==> src/rtl/adcp_pkg.sv <==
`default_nettype none
package adcp_pkg;

    // Result layout
    localparam int MAG_W = 12;
    localparam int HI_MAG_LSB = 8;
    localparam int HI_BYTE_W = 6;
    localparam int LO_BYTE_W = 8;

    // Reset values
    localparam logic [MAG_W-1:0] MAG_RST = 12'h000;
    localparam logic PIN_IDLE_LVL = 1'b1;

    typedef struct packed {
        logic over_range;
        logic polarity_flag;
        logic [MAG_W-1:0] magnitude;
    } adcp_result_s;

    typedef enum logic [2:0] {
        ST_IDLE = 3'b000,
        ST_ENTER = 3'b001,
        ST_HI_LOAD = 3'b010,
        ST_HI_HOLD = 3'b011,
        ST_LO_LOAD = 3'b100,
        ST_LO_HOLD = 3'b101
    } adcp_state_e;

    // Control pins of the port; all active low
    typedef struct packed {
        logic ce_load_n;
        logic upper_byte_enable_n;
        logic lower_byte_enable_n;
    } adcp_ctl_s;

endpackage
`default_nettype wire

==> src/rtl/adcp_output_port.sv <==
// Behaviour
// - CE low: each byte follows own enable
// - Both enables low: CE selects all 14 outputs
// - Status falls on each fresh result, also in handshake where the latch keeps the old one
// - Load strobe rising edge marks valid byte
// - Ready low holds byte and enable
// - Ready high advances to next byte
// - Mode high: every result taken in idle sent as handshake
// - Mode rising edge triggers one handshake
// - High byte first, low byte second
// - High byte: bits 9-12, polarity, over-range
// - Handshake turns control pins into outputs
// - Results during handshake are discarded
`timescale 1ns/10ps
`default_nettype none

module adcp_output_port #(
    parameter int MAG_W = adcp_pkg::MAG_W
) (
    // Clock and reset
    input wire logic core_clk,
    input wire logic reset_n,
    // Conversion side
    input wire logic conv_active,
    input wire logic result_valid,
    input wire adcp_pkg::adcp_result_s result,
    // Mode and transfer ready
    input wire logic mode,
    input wire logic send_ready,
    // Control pins, two-way
    input wire adcp_pkg::adcp_ctl_s ctl_sense,
    output var adcp_pkg::adcp_ctl_s ctl_drive,
    output logic ctl_oe,
    // Result pins
    output logic [adcp_pkg::HI_BYTE_W-1:0] hi_byte_data,
    output logic hi_byte_oe,
    output logic [adcp_pkg::LO_BYTE_W-1:0] lo_byte_data,
    output logic lo_byte_oe,
    // Conversion status
    output logic status
);

    generate
        if (MAG_W != 12)
        begin : g_bad_width
            $error("adcp_output_port supports a 12-bit magnitude only");
        end
    endgenerate

    typedef struct packed {
        adcp_pkg::adcp_state_e fsm;
        logic mode_d;
        adcp_pkg::adcp_result_s latch;
        logic status;
        adcp_pkg::adcp_ctl_s ctl;
        logic ctl_oe;
        logic hi_oe;
        logic lo_oe;
    } adcp_port_state_s;

    adcp_port_state_s st_r;
    adcp_port_state_s st_nxt;

    ////////////////////////////////////////////////////////////////////////////
    always_comb
    begin
        st_nxt = st_r;
        st_nxt.mode_d = mode;
        // Status drops on the edge that samples result_valid, whether or not that edge writes the latch
        st_nxt.status = conv_active && !result_valid;
        unique case (st_r.fsm)
            adcp_pkg::ST_IDLE:
            begin
                // Latch is written only here, so results in handshake are lost
                if (result_valid)
                begin
                    st_nxt.latch = result;
                end
                if ((mode && result_valid) || (mode && !st_r.mode_d))
                begin
                    st_nxt.fsm = adcp_pkg::ST_ENTER;
                end
            end
            adcp_pkg::ST_ENTER:
            begin
                if (send_ready)
                begin
                    st_nxt.fsm = adcp_pkg::ST_HI_LOAD;
                end
            end
            adcp_pkg::ST_HI_LOAD:
            begin
                st_nxt.fsm = adcp_pkg::ST_HI_HOLD;
            end
            adcp_pkg::ST_HI_HOLD:
            begin
                if (send_ready)
                begin
                    st_nxt.fsm = adcp_pkg::ST_LO_LOAD;
                end
            end
            adcp_pkg::ST_LO_LOAD:
            begin
                st_nxt.fsm = adcp_pkg::ST_LO_HOLD;
            end
            adcp_pkg::ST_LO_HOLD:
            begin
                if (send_ready)
                begin
                    st_nxt.fsm = adcp_pkg::ST_IDLE;
                end
            end
            default:
            begin
                st_nxt.fsm = adcp_pkg::ST_IDLE;
            end
        endcase

        // Pin levels follow the next state so they leave flops in step with it
        st_nxt.ctl = '{adcp_pkg::PIN_IDLE_LVL, adcp_pkg::PIN_IDLE_LVL, adcp_pkg::PIN_IDLE_LVL};
        st_nxt.ctl_oe = (st_nxt.fsm != adcp_pkg::ST_IDLE);
        st_nxt.hi_oe = 1'b0;
        st_nxt.lo_oe = 1'b0;
        unique case (st_nxt.fsm)
            adcp_pkg::ST_IDLE:
            begin
                // Direct mode; released otherwise so converters can share a bus
                st_nxt.hi_oe = !ctl_sense.ce_load_n && !ctl_sense.upper_byte_enable_n;
                st_nxt.lo_oe = !ctl_sense.ce_load_n && !ctl_sense.lower_byte_enable_n;
            end
            adcp_pkg::ST_ENTER:
            begin
                st_nxt.hi_oe = 1'b0;
            end
            adcp_pkg::ST_HI_LOAD:
            begin
                st_nxt.ctl.ce_load_n = 1'b0;
                st_nxt.ctl.upper_byte_enable_n = 1'b0;
                st_nxt.hi_oe = 1'b1;
            end
            adcp_pkg::ST_HI_HOLD:
            begin
                st_nxt.ctl.upper_byte_enable_n = 1'b0;
                st_nxt.hi_oe = 1'b1;
            end
            adcp_pkg::ST_LO_LOAD:
            begin
                st_nxt.ctl.ce_load_n = 1'b0;
                st_nxt.ctl.lower_byte_enable_n = 1'b0;
                st_nxt.lo_oe = 1'b1;
            end
            adcp_pkg::ST_LO_HOLD:
            begin
                st_nxt.ctl.lower_byte_enable_n = 1'b0;
                st_nxt.lo_oe = 1'b1;
            end
            default:
            begin
                st_nxt.lo_oe = 1'b0;
            end
        endcase
    end

    always_ff @(posedge core_clk or negedge reset_n)
    begin
        if (!reset_n)
        begin
            st_r <= '{adcp_pkg::ST_IDLE, 1'b0,
                      '{1'b0, 1'b0, adcp_pkg::MAG_RST}, 1'b0,
                      '{adcp_pkg::PIN_IDLE_LVL, adcp_pkg::PIN_IDLE_LVL, adcp_pkg::PIN_IDLE_LVL},
                      1'b0, 1'b0, 1'b0};
        end
        else
        begin
            st_r <= st_nxt;
        end
    end

    ////////////////////////////////////////////////////////////////////////////
    // Data pins come straight from the result latch
    assign hi_byte_data = {st_r.latch.over_range, st_r.latch.polarity_flag,
                           st_r.latch.magnitude[MAG_W-1:adcp_pkg::HI_MAG_LSB]};
    assign lo_byte_data = st_r.latch.magnitude[adcp_pkg::LO_BYTE_W-1:0];
    assign hi_byte_oe = st_r.hi_oe;
    assign lo_byte_oe = st_r.lo_oe;
    assign ctl_drive = st_r.ctl;
    assign ctl_oe = st_r.ctl_oe;
    assign status = st_r.status;

    ////////////////////////////////////////////////////////////////////////////
    a_direct_upper_byte: assert property (@(posedge core_clk) disable iff (!reset_n)
        (st_r.fsm == adcp_pkg::ST_IDLE && !mode && !ctl_sense.ce_load_n && !ctl_sense.upper_byte_enable_n)
        |=> hi_byte_oe && !ctl_oe)
        else $error("upper byte not enabled in direct mode");

    a_direct_chip_select: assert property (@(posedge core_clk) disable iff (!reset_n)
        (st_r.fsm == adcp_pkg::ST_IDLE && !mode && !ctl_sense.ce_load_n
         && !ctl_sense.upper_byte_enable_n && !ctl_sense.lower_byte_enable_n)
        |=> hi_byte_oe && lo_byte_oe)
        else $error("chip select did not enable all outputs");

    a_idle_hiz: assert property (@(posedge core_clk) disable iff (!reset_n)
        (st_r.fsm == adcp_pkg::ST_IDLE && ctl_sense.ce_load_n) |=> !hi_byte_oe && !lo_byte_oe)
        else $error("outputs driven while not enabled");

    a_status_fall_latch: assert property (@(posedge core_clk) disable iff (!reset_n)
        $fell(status) |-> $past(result_valid))
        else $error("status fell without a fresh result");

    a_load_strobe_byte: assert property (@(posedge core_clk) disable iff (!reset_n)
        ($rose(ctl_drive.ce_load_n) && ctl_oe)
        |-> (hi_byte_oe && !ctl_drive.upper_byte_enable_n) || (lo_byte_oe && !ctl_drive.lower_byte_enable_n))
        else $error("load strobe edge without valid byte");

    a_hold_not_ready: assert property (@(posedge core_clk) disable iff (!reset_n)
        (st_r.fsm == adcp_pkg::ST_HI_HOLD && !send_ready)
        |=> st_r.fsm == adcp_pkg::ST_HI_HOLD && hi_byte_oe && !ctl_drive.upper_byte_enable_n)
        else $error("high byte not held while ready low");

    a_advance_on_ready: assert property (@(posedge core_clk) disable iff (!reset_n)
        (st_r.fsm == adcp_pkg::ST_HI_HOLD && send_ready)
        |=> !hi_byte_oe && lo_byte_oe && !ctl_drive.ce_load_n ##1 ctl_drive.ce_load_n)
        else $error("sequence did not advance to low byte");

    a_high_first: assert property (@(posedge core_clk) disable iff (!reset_n)
        $fell(ctl_drive.lower_byte_enable_n) |-> $past(st_r.fsm, 1) == adcp_pkg::ST_HI_HOLD)
        else $error("low byte sent before high byte");

    a_end_release: assert property (@(posedge core_clk) disable iff (!reset_n)
        (st_r.fsm == adcp_pkg::ST_LO_HOLD && send_ready) |=> !ctl_oe && ctl_drive.lower_byte_enable_n)
        else $error("pins not released after transfer");

    a_mode_edge_start: assert property (@(posedge core_clk) disable iff (!reset_n)
        (st_r.fsm == adcp_pkg::ST_IDLE && mode && !st_r.mode_d) |=> ctl_oe ##0 !hi_byte_oe)
        else $error("mode edge did not start handshake");

    a_every_result: assert property (@(posedge core_clk) disable iff (!reset_n)
        (st_r.fsm == adcp_pkg::ST_IDLE && mode && result_valid) |=> st_r.fsm == adcp_pkg::ST_ENTER)
        else $error("result not sent in handshake");

    a_discard_in_handshake: assert property (@(posedge core_clk) disable iff (!reset_n)
        (st_r.fsm != adcp_pkg::ST_IDLE) |=> $stable(st_r.latch))
        else $error("latch updated during handshake");

endmodule

`default_nettype wire

==> config.mk <==
export PLATFORM = sky130hd
export DESIGN_NAME = adcp_output_port
export DESIGN_NICKNAME = d
export VERILOG_FILES = /design/src/rtl/adcp_pkg.sv /design/src/rtl/adcp_output_port.sv
export SDC_FILE = /design/constraint.sdc
export NUM_CORES = 1
export LEC_CHECK = 0
export ABC_AREA = 1
export BUFFER_PORTS_ARGS = -buffer_cell sky130_fd_sc_hd__clkbuf_2
export CELL_PAD_IN_SITES_DETAIL_PLACEMENT = 1
export CELL_PAD_IN_SITES_GLOBAL_PLACEMENT = 2
export CORE_MARGIN = 2
export CORE_UTILIZATION = 24
export DETAILED_ROUTE_END_ITERATION = 7
export GPL_ROUTABILITY_DRIVEN = 0
export PLACE_DENSITY = 0.71
export SYNTH_ARGS = -nofsm -noshare
export SYNTH_HDL_FRONTEND = slang
export SYNTH_SLANG_ARGS = --single-unit
==> constraint.sdc <==
create_clock -name core_clk -period 1 [get_ports core_clk]
set_input_delay 0.1 -clock core_clk [delete_from_list [all_inputs] [get_ports core_clk]]
set_output_delay 0.1 -clock core_clk [all_outputs]
set_load 0.01 [all_outputs]
==> metrics.cfg, run 1 <==
[logic_synthesis]
syn-num-nets=143
synth_top_cell_area_share_pct=49.3
synth.top_cells.by_area=sky130_fd_sc_hd__dfrtp_1 (49%), sky130_fd_sc_hd__nand2_1 (12%), sky130_fd_sc_hd__buf_4 (12%), sky130_fd_sc_hd__dfstp_2 (7.1%), sky130_fd_sc_hd__nand3_1 (6.7%)
synth-seq-area-share_pct=56.4
synth.lib_cells_used.distinct=16
ys_warn_count=0
post_synth_inst_count=120
yosys_register_bits=25
synth_enable_flop_cells=0
asyncSetResetFlopFracSynth_pct=100
ys.flop_type=sky130_fd_sc_hd__dfrtp_1
synth.largest_area_cell=sky130_fd_sc_hd__dfrtp_1
synthesis.area_per_instance_um2=9.30
post_synthesis_cell_area_um2=1120

[worst_hold_path]
timing.hold.worst.start=conv_active
holdCritPathClass=input pin to flop

[die]
floorplan.initialDensity_pct=25.3
die_height_um=72.2
io-pin-count=44
num_rows=24
die-width_um=72.2
die-area_um2=5210
core_area_um2=4410

[drt]
postRouteWirelength_um=2840
viasPerCell=4.17
routed-via-count=883
remaining_drc_errors=0
ant_nets=0
wl_per_cell_um=13.4
firstDrtPassIters=4
number_of_drc_markers_after_the_initial_detailed_route_iteration=13

[setup_path]
crit_path_start_kind=flop
critical_path_peak_fanout=7
worst_setup_path_startpoint=st_r[24]
critical_path_arrival_ns=1.31
setup.worst_path.class=flop to flop
worst-r2r-setup-slack_ns=-0.15
crit_family=simple AND/OR/NAND/NOR gates
critical_path.cell_chain=inv_2 -> nand2_4 -> nor2_4 -> buf_12 -> nand2_4 -> nand2_1 -> nand2_1
critical-path-slowest-cell=sky130_fd_sc_hd__dfrtp_1
r2r_end=hi_byte_data[5]
slowest_delay_ns=0.40
critical_path_required_ns=1.16
r2r_start=st_r[24]
critPathCapture=hi_byte_data[5]
worst-r2r-cell-count=7
cp_num_cells=7
critPathBufInv=2
endpoint_kind=flop

[placed_design]
post_dp_hpwl_um=2050
pre_cts_ws_ns=-0.141
placed_cell_area_um2=1290
dp.cells=201
buffer_ports.inserted=43

[sta]
worstMarginPinSlew_ns=0.438
fin_crit_sh_pct=115
totalNegativeSetupSlack_ns=-2.43
max_slew_violation_count=0
final_hold_viol_count=0
final.setup_skew_ns=0.00332
finalCriticalPeriod_ns=1.15
rsz0062_at_grt=yes
layout_setup_ws_ns=-0.152
setup-violations-final=22
timing.max_slew.rel_slack_pct=70.8
max_freq_mhz=868

[pwr]
p_int_w=0.00271
pwr_density_cell_nw_per_um2=3020
seq_power_share_pct=38.6
share_of_total_power_in_the_clock_network_pct=13.4
p_leak_nw=0.813
maximum_vdd_drop_mv=1.00
power.share.switching_pct=39.1
power_dissipated_by_switching_net_loads_w=0.00174
share_comb_of_total_power_pct=48.0

[clock_network]
cts_buffer_count=3
clock_tree_from_tritoncts=built
clock_insertion_delay_worst_skew_ns=0.27
cts_htree_levels=1
clkTransAtPathRegs_ns=0.09
tritoncts_num_sinks=25
clock_path_buffers=2
clock-root-buffer=sky130_fd_sc_hd__clkbuf_8

[flow_run]
drv_cap=0

[global_routing]
grt_overflow_total=0
grt_antenna_before_repair=0
groute.usage.overall_pct=10.8
first_global_vias=966
grt_max_degree=18
grt_pass1_wl_um=4380

[final_layout]
final_util_pct=33.4
drive_gt1_share_pct=50.6
final-instance-count-excl-fill=212
finalInstanceArea_um2=1480
antennaDiodeCount=0
area.growth.synth_to_final_pct=32.3
layout.nets=184

[run_status]
failed_checks=setup timing
outcome=finished with violations

[cell families after synthesis]
| family | Yosys count | share of synthesized area, % |
|---|---|---|
| AND/OR/NAND/NOR | 64 | 25.9 |
| buffers and inverters | 28 | 16.4 |
| flip-flops | 25 | 56.4 |
| AO/OA/AOI/OAI | 3 | 1.34 |
[worst reg2reg max path, cell delays in order (launching register included)]
cell,delay [ns]
sky130_fd_sc_hd__dfrtp_1,0.40
sky130_fd_sc_hd__inv_2,0.09
sky130_fd_sc_hd__nand2_4,0.06
sky130_fd_sc_hd__nor2_4,0.14
sky130_fd_sc_hd__buf_12,0.14
sky130_fd_sc_hd__nand2_4,0.09
sky130_fd_sc_hd__nand2_1,0.08
sky130_fd_sc_hd__nand2_1,0.05
[power by group through the flow]
stage / clock network [W] / registers, W / logic (W)
after floorplan: 0 / 0.00170 / 0.00139
after global routing: 0.000671 / 0.00177 / 0.00235
final: 0.000598 / 0.00172 / 0.00214
after global placement: 0 / 0.00171 / 0.00165
after CTS: 0.000628 / 0.00171 / 0.00203
after detailed placement: 0 / 0.00173 / 0.00172
[layout by cell type (no fill, tap or decap), drive strengths merged]
master        n
nand3        15
nor2          3
clkinv        1
nand2        45
inv           7
o21ai         3
dfrtp        22
buf          14
or2           1
clkbuf       43
dlygate4sd3   2
nand4         1
dfstp         3
[routing by layer]
metal	part of all wire (%)	track usage [%]	wire length (µm)
met1	40	12.7	1140
met2	53	20.2	1520
met3	6.4	2.64	182
met4	0	1.89	0
met5	0	0	0
[flip-flops by register name, indices dropped and copies added, names as in the netlist]
signal	cells
lo_byte_data	8
hi_byte_data	6
st_r	4
ctl_drive	3
ctl_oe	1
hi_byte_oe	1
lo_byte_oe	1
status	1
[worst min-delay path by stage]
stage | to | cells past startpoint
global route | status | 3
CTS | status | 3
detailed placement | hi_byte_data[2] | 1
finish | status | 3
global placement | hi_byte_data[2] | 1
floorplan | ctl_oe | 0
[per-stage QoR]
| step | power [W] | hold WS [ns] |
|---|---|---|
| global route | 0.00480 | 0.0283 |
| detailed placement | 0.00345 | 0.0637 |
| CTS | 0.00436 | 0.0135 |
| floorplan | 0.00309 | -0.196 |
| finish | 0.00446 | 0.0222 |
| global placement | 0.00336 | 0.0599 |
[cells in the mapped netlist, types with 2 or more instances]
library cell	instances
sky130_fd_sc_hd__buf_2	2
sky130_fd_sc_hd__buf_4	18
sky130_fd_sc_hd__dfrtp_1	22
sky130_fd_sc_hd__dfstp_2	3
sky130_fd_sc_hd__inv_1	4
sky130_fd_sc_hd__inv_2	3
sky130_fd_sc_hd__nand2_1	37
sky130_fd_sc_hd__nand2_2	7
sky130_fd_sc_hd__nand3_1	15
sky130_fd_sc_hd__nor2_1	2
sky130_fd_sc_hd__o21ai_1	2
[timing repair]
action                                  CTS  global route
gates cloned                              2             0
endpoints found under the hold margin    13             0
buffers inserted                          3             0
hold buffers                              2             0
endpoints found under the setup margin   25            26
resized for setup                         9            13
pin swaps                                 2             3
[layout make-up]
type	count	area [µm²]
multi-input combinational	68	349
clock inverter	1	5.00
clock buffer	3	41.3
tap	52	65.1
sequential	25	629
timing repair buffer	56	360
fill	531	2940
inverter	7	26.3
(Power assumes the default switching activity.)
==> run 2, diff against run 1 <==
Settings changed: BUFFER_PORTS_ARGS -buffer_cell sky130_fd_sc_hd__clkbuf_2 to default, CORE_UTILIZATION 24 to 33, CTS_BUF_LIST from default to sky130_fd_sc_hd__clkbuf_8, DONT_BUFFER_PORTS from default to 1, PLACE_DENSITY 0.71 to 0.74.
==> run 2 against run 1 <==
Against the previous run:
- sequential share of layout area is 3.5 points lower
- global-route usage increased by 4.9 points
- the flow finishes with violations (hold timing, setup timing)
- die area fell by 26%
- fmax shrank 2.6%
- clock skew grew 0.0025 ns
- register-to-register slack worse by 0.03 ns
- utilization is 16 points higher
- final area rose by 9.0%
- clock power is 2% higher
- non-clock buffer count down 21
- hold slack worse by 0.069 ns
==> metrics.cfg, run 2 (synthesis gave the netlist of run 1 again) <==
[global_routing]
grt_antenna_before_repair=0  ; unchanged
groute.usage.overall_pct=15.8  ; was 10.8%
first_global_vias=1006  ; was 966
grt_pass1_wl_um=4750  ; was 4380 µm
grt_overflow_total=0  ; unchanged
grt_max_degree=26  ; was 18

[worst_hold_path]
holdCritPathClass=input pin to flop  ; unchanged

[final_layout]
antennaDiodeCount=0  ; unchanged
drive_gt1_share_pct=46.8  ; was 50.6%
final_util_pct=49.0  ; was 33.4%
area.growth.synth_to_final_pct=44.2  ; was 32.3%
mostFrequentLayoutCell=sky130_fd_sc_hd__nand2_1  ; was sky130_fd_sc_hd__clkbuf_2
largest_register_ffs=8  ; unchanged
layout.nets=163  ; was 184
final_cell_mix=sky130_fd_sc_hd__nand2_1 (23), sky130_fd_sc_hd__dfrtp_1 (22), sky130_fd_sc_hd__dlygate4sd3_1 (21)  ; was sky130_fd_sc_hd__clkbuf_2 (40), sky130_fd_sc_hd__nand2_1 (33), sky130_fd_sc_hd__dfrtp_1 (22)

[clock_network]
clock_path_buffers=2  ; unchanged
clkTransAtPathRegs_ns=0.09  ; about the same
clock_insertion_delay_worst_skew_ns=0.27  ; about the same
cts_htree_levels=1  ; unchanged
tritoncts_num_sinks=25  ; unchanged
clock-root-buffer=sky130_fd_sc_hd__clkbuf_8  ; unchanged
cts_buffer_count=3  ; unchanged
clock_tree_from_tritoncts=built  ; unchanged

[die]
die-width_um=62.2  ; was 72.2 µm
io-pin-count=44  ; unchanged
core_area_um2=3280  ; was 4410 µm²
die-area_um2=3860  ; was 5210 µm²
floorplan.initialDensity_pct=34.0  ; was 25.3%
die_height_um=62.2  ; was 72.2 µm
num_rows=21  ; was 24

[setup_path]
endpoint_kind=flop  ; unchanged
critical_path_required_ns=1.16  ; about the same
setup.worst_path.class=flop to flop  ; unchanged
critical_path.cell_chain=inv_2 -> nand2_4 -> nor2_4 -> buf_12 -> nand2_8 -> nand2_1 -> nand2_1  ; was inv_2 -> nand2_4 -> nor2_4 -> buf_12 -> nand2_4 -> nand2_1 -> nand2_1
critical_path.most_common_cell=sky130_fd_sc_hd__nand2_1
slowest_delay_ns=0.40  ; about the same
critical_path_arrival_ns=1.34  ; was 1.31 ns
critical-path-slowest-cell=sky130_fd_sc_hd__dfrtp_1  ; unchanged
critical_path_peak_fanout=7  ; unchanged
crit_path_start_kind=flop  ; unchanged

[sta]
final.hold.worst_slack_ns=-0.0470  ; was 0.0222 ns
setup-violations-final=23  ; was 22
fin_crit_sh_pct=118  ; was 115%
rsz0062_at_grt=yes  ; unchanged
timing.max_slew.rel_slack_pct=88.0  ; was 70.8%
finalCriticalPeriod_ns=1.18  ; was 1.15 ns
max_slew_violation_count=0  ; unchanged
final.setup_skew_ns=0.00582  ; was 0.00332 ns
max_freq_mhz=845  ; was 868 MHz
layout_setup_ws_ns=-0.183  ; was -0.152 ns
final_hold_viol_count=14  ; was 0
worstMarginPinSlew_ns=0.181  ; was 0.438 ns

[drt]
postRouteWirelength_um=2830  ; was 2840 µm
routed-via-count=825  ; was 883
firstDrtPassIters=3  ; was 4
viasPerCell=4.46  ; was 4.17
number_of_drc_markers_after_the_initial_detailed_route_iteration=24  ; was 13
remaining_drc_errors=0  ; unchanged
wl_per_cell_um=15.3  ; was 13.4 µm
ant_nets=0  ; unchanged

[run_status]
failed_checks=hold timing, setup timing  ; was setup timing
outcome=finished with violations  ; unchanged

[pwr]
p_leak_nw=0.740  ; was 0.813 nW
pwr_density_cell_nw_per_um2=2900  ; was 3020 nW/µm²
fin_total_pwr_w=0.00466  ; was 0.00446 W
maximum_vdd_drop_mv=1.13  ; was 1.00 mV

[flow_run]
drv_cap=0  ; unchanged

[placed_design]
post_dp_hpwl_um=1620  ; was 2050 µm
buffer_ports.inserted=0  ; was 43

## run 2: cell types whose count changed in the layout (fill, tap and decap cells not counted), sizes merged
cell / before / now
clkinv: 1 / 0
clkbuf: 43 / 3
dlygate4sd3: 2 / 21
clkinvlp: 0 / 1
## run 2: worst max-delay path: cells and delay by family, from the launching register on
kind                   cells  cell delay [ns]
buffers and inverters      2             0.24
flip-flops                 1             0.40
AND/OR/NAND/NOR            5             0.42
## run 2: power breakdown
group          internal, W  leakage [nW]  switching, W  total (W)
registers          0.00149         0.301      0.000486    0.00198
logic             0.000983         0.417       0.00109    0.00207
clock network     0.000282        0.0217      0.000329   0.000611
## run 2: area by class of cell
class	count	area (µm²)
Clock inverter	1	7.51
Tap cell	46	57.6
Sequential cell	25	629
Timing Repair Buffer	35	363
Multi-Input combinational cell	68	484
Fill cell	370	1680
Clock buffer	3	41.3
Inverter	7	26.3
## run 2: what timing repair did
item,in CTS,in global routing
pin swaps,14,13
resized for setup,27,24
cloned,2,0
hold endpoints to repair,42,15
buffers inserted,7,1
hold buffers,20,2
setup endpoints to repair,21,23
## run 2: layer usage
layer / track usage (%) / part of all wire (%)
met2: 30.3 / 58
met3: 3.08 / 4.4
met1: 17.0 / 37
met5: 0 / 0
met4: 5.83 / 0.67
## run 2: path summary, 6_finish.rpt
| kind | start | depth (start not counted) | to | slack (ns) |
|---|---|---|---|---|
| worst min register to register | lo_byte_data[5] | 2 | lo_byte_data[5] | 0.55 |
| min in group asynchronous | reset_n | 2 | lo_byte_data[3] | 0.25 |
| worst max register to register | st_r[24] | 7 | lo_byte_data[0] | -0.18 |
| worst min-delay path | result_valid | 2 | lo_byte_data[3] | -0.05 |
| max in group asynchronous | reset_n | 2 | ctl_drive[2] | 0.52 |
| worst max-delay path | st_r[24] | 7 | lo_byte_data[0] | -0.18 |
## run 2: metrics by stage
| stage | cells | setup WS [ns] | hold slack, ns | instance area [µm²] | TNS [ns] |
|---|---|---|---|---|---|
| after floorplan | 120 | -0.0590 | -0.196 | 1120 | -0.592 |
| after global placement | 149 | -0.0826 | -0.195 | 1050 | -1.11 |
| after detailed placement | 149 | -0.172 | -0.195 | 1050 | -2.56 |
| after CTS | 182 | -0.123 | -0.0679 | 1490 | -1.84 |
| after global routing | 185 | -0.265 | -0.0620 | 1610 | -4.72 |
| final | 185 | -0.183 | -0.0470 | 1610 | -3.22 |
==> run 3, diff against run 2 <==
--- a/config.mk
+++ b/config.mk
@@ -9,4 +9,5 @@
 export CELL_PAD_IN_SITES_DETAIL_PLACEMENT = 1
 export CELL_PAD_IN_SITES_GLOBAL_PLACEMENT = 2
+export CORE_ASPECT_RATIO = 1.75
 export CORE_MARGIN = 2
 export CORE_UTILIZATION = 33
@@ -16,4 +17,5 @@
 export GPL_ROUTABILITY_DRIVEN = 0
 export PLACE_DENSITY = 0.74
+export SKIP_LAST_GASP = 1
 export SYNTH_ARGS = -nofsm -noshare
 export SYNTH_HDL_FRONTEND = slang
==> constraint.sdc (replaced) <==
create_clock -name core_clk -period 1 [get_ports core_clk]
set_input_delay 0.1 -clock core_clk [delete_from_list [all_inputs] [get_ports core_clk]]
set_output_delay 0.1 -clock core_clk [all_outputs]
set_load 0.02 [all_outputs]
==> run 3 against run 2 <==
Against the previous run:
- the run ends with setup timing left
- count of clock-buffer cells in the layout is the same
- flip-flop and latch count is the same
- routed wire length is 6.1% lower
- via count fell by 1.6%
- clock power decreased by 5.1%
- hold slack improved by 0.055 ns
- setup slack better by 0.0081 ns
- register-to-register slack about the same
- sequential power up 12%
- clock skew decreased by 0.0036 ns
- first-iteration DRC count fell by 71%
- total power is 4.5% lower
- critical path type unchanged
==> metrics.cfg, run 3 (synthesis gave the netlist of run 1 again) <==
[setup_path]
critical_path_required_ns=1.20  ; was 1.16 ns
critical_path_arrival_ns=1.38  ; was 1.34 ns
crit_path_start_kind=flop  ; unchanged
setup.worst_path.class=flop to flop  ; unchanged
endpoint_kind=flop  ; unchanged
critical_path_peak_fanout=6  ; was 7

[drt]
wl_per_cell_um=14.9  ; was 15.3 µm
viasPerCell=4.54  ; was 4.46
ant_nets=0  ; unchanged
remaining_drc_errors=0  ; unchanged
number_of_drc_markers_after_the_initial_detailed_route_iteration=7  ; was 24
routed-via-count=812  ; was 825
firstDrtPassIters=2  ; was 3
postRouteWirelength_um=2660  ; was 2830 µm

[flow_run]
drv_cap=0  ; unchanged

[pwr]
share_of_total_power_in_the_clock_network_pct=13.0  ; was 13.1%
seq_power_share_pct=50.0  ; was 42.4%
power.share.switching_pct=44.0  ; was 40.9%
p_leak_nw=0.727  ; was 0.740 nW
maximum_vdd_drop_mv=1.41  ; was 1.13 mV
share_comb_of_total_power_pct=37.0  ; was 44.5%
p_int_w=0.00249  ; was 0.00275 W
power_dissipated_by_switching_net_loads_w=0.00196  ; was 0.00191 W
fin_total_pwr_w=0.00445  ; was 0.00466 W
pwr_density_cell_nw_per_um2=3120  ; was 2900 nW/µm²

[clock_network]
cts_buffer_count=3  ; unchanged
cts_htree_levels=1  ; unchanged
clock_path_buffers=2  ; unchanged
clkTransAtPathRegs_ns=0.08  ; was 0.09 ns
clock_insertion_delay_worst_skew_ns=0.26  ; was 0.27 ns
tritoncts_num_sinks=25  ; unchanged
clock_tree_from_tritoncts=built  ; unchanged
clock-root-buffer=sky130_fd_sc_hd__clkbuf_8  ; unchanged

[final_layout]
final_cell_mix=sky130_fd_sc_hd__nand2_1 (34), sky130_fd_sc_hd__dfrtp_1 (22), sky130_fd_sc_hd__dlygate4sd3_1 (17)  ; was sky130_fd_sc_hd__nand2_1 (23), sky130_fd_sc_hd__dfrtp_1 (22), sky130_fd_sc_hd__dlygate4sd3_1 (21)
final-instance-count-excl-fill=179  ; was 185
layout.nets=158  ; was 163
antennaDiodeCount=0  ; unchanged
area.growth.synth_to_final_pct=27.9  ; was 44.2%
mostFrequentLayoutCell=sky130_fd_sc_hd__nand2_1  ; unchanged
drive_gt1_share_pct=28.4  ; was 46.8%
largest_register_ffs=8  ; unchanged
final_util_pct=43.4  ; was 49.0%

[placed_design]
dp.cells=148  ; was 149
pre_cts_ws_ns=-0.123  ; was -0.172 ns
buffer_ports.inserted=0  ; unchanged
post_dp_hpwl_um=1690  ; was 1620 µm

[die]
io-pin-count=44  ; unchanged
die-area_um2=3880  ; was 3860 µm²
floorplan.initialDensity_pct=33.9  ; was 34.0%
die-width_um=48.0  ; was 62.2 µm
num_rows=28  ; was 21
core_area_um2=3290  ; was 3280 µm²
die_height_um=80.9  ; was 62.2 µm

[sta]
finalCriticalPeriod_ns=1.17  ; was 1.18 ns
layout_setup_ws_ns=-0.175  ; was -0.183 ns
worstMarginPinSlew_ns=0.610  ; was 0.181 ns
fin_crit_sh_pct=117  ; was 118%
setup-violations-final=21  ; was 23
final.setup_skew_ns=0.00217  ; was 0.00582 ns
final_hold_viol_count=0  ; was 14
max_slew_violation_count=0  ; unchanged
max_freq_mhz=851  ; was 845 MHz
rsz0062_at_grt=yes  ; unchanged
timing.max_slew.rel_slack_pct=59.4  ; was 88.0%

[global_routing]
grt_max_degree=26  ; unchanged
grt_antenna_before_repair=0  ; unchanged
grt_pass1_wl_um=4050  ; was 4750 µm
first_global_vias=893  ; was 1006
groute.usage.overall_pct=14.7  ; was 15.8%
grt_overflow_total=0  ; unchanged

[worst_hold_path]
holdCritPathClass=input pin to flop  ; unchanged

[run_status]
failed_checks=setup timing  ; was hold timing, setup timing
outcome=finished with violations  ; unchanged

## run 3: cell count changes in the layout (fill, tap and decap cells not counted), moves of 2 or more
cell,delta
sky130_fd_sc_hd__nand3_1,+11
sky130_fd_sc_hd__buf_6,-2
sky130_fd_sc_hd__nand3_2,-11
sky130_fd_sc_hd__inv_1,+2
sky130_fd_sc_hd__nand2_8,-2
sky130_fd_sc_hd__nand2_1,+11
sky130_fd_sc_hd__nand2_2,-9
sky130_fd_sc_hd__dlygate4sd3_1,-4
## run 3: layout make-up
type	count	area, µm²
inverters	7	26.3
multi-input cells	68	370
clock buffers	3	41.3
well taps	45	56.3
fillers	394	1870
repair buffers	30	300
clock inverters	1	3.75
flip-flops and latches	25	629
## run 3: metrics by stage
step | hold WS (ns) | TNS [ns] | area (µm²)
after floorplan | -0.196 | -0.592 | 1120
after global placement | -0.195 | -0.996 | 1050
after detailed placement | -0.195 | -1.91 | 1050
after CTS | 0.00467 | -1.53 | 1370
after global routing | 0.00957 | -4.48 | 1430
final | 0.00823 | -2.88 | 1430
## run 3: power groups by stage
stage                     combinational, W  sequential, W  clock, W
after CTS                          0.00139        0.00224  0.000603
final                              0.00165        0.00222  0.000580
after floorplan                    0.00165        0.00174         0
after detailed placement           0.00105        0.00226         0
after global routing               0.00186        0.00230  0.000646
after global placement            0.000983        0.00225         0
## run 3: worst max-delay path, stage by stage (launching register included)
cell,delay (ns)
sky130_fd_sc_hd__dfrtp_1,0.38
sky130_fd_sc_hd__inv_2,0.11
sky130_fd_sc_hd__nand2_4,0.07
sky130_fd_sc_hd__nor2_4,0.17
sky130_fd_sc_hd__buf_6,0.12
sky130_fd_sc_hd__buf_6,0.10
sky130_fd_sc_hd__nand3_1,0.06
sky130_fd_sc_hd__nand2_1,0.10
## run 3: final timing paths
| path | slack (ns) | cells past startpoint | from | to |
|---|---|---|---|---|
| max in group asynchronous | 0.51 | 2 | reset_n | ctl_drive[0] |
| min reg2reg | 0.63 | 2 | lo_byte_data[2] | lo_byte_data[2] |
| min | 0.008 | 2 | ctl_sense[0] | lo_byte_oe |
| max | -0.17 | 7 | st_r[23] | lo_byte_data[3] |
| max reg2reg | -0.17 | 7 | st_r[23] | lo_byte_data[3] |
| min in group asynchronous | 0.26 | 2 | reset_n | lo_byte_data[0] |
## run 3: layer usage
layer / GRT usage, % / part of all wire (%)
met5: 0 / 0
met4: 4.05 / 1.1
met3: 4.00 / 5.8
met2: 27.3 / 58
met1: 14.9 / 35
## run 3: what timing repair did
| item | CTS | global route |
|---|---|---|
| hold buffers | 19 | 0 |
| endpoints found under the setup margin | 19 | 24 |
| hold endpoints to repair | 41 | 0 |
| pin swaps | 6 | 8 |
| gates cloned | 1 | 0 |
| setup buffers | 6 | 1 |
| gates resized for setup | 8 | 13 |
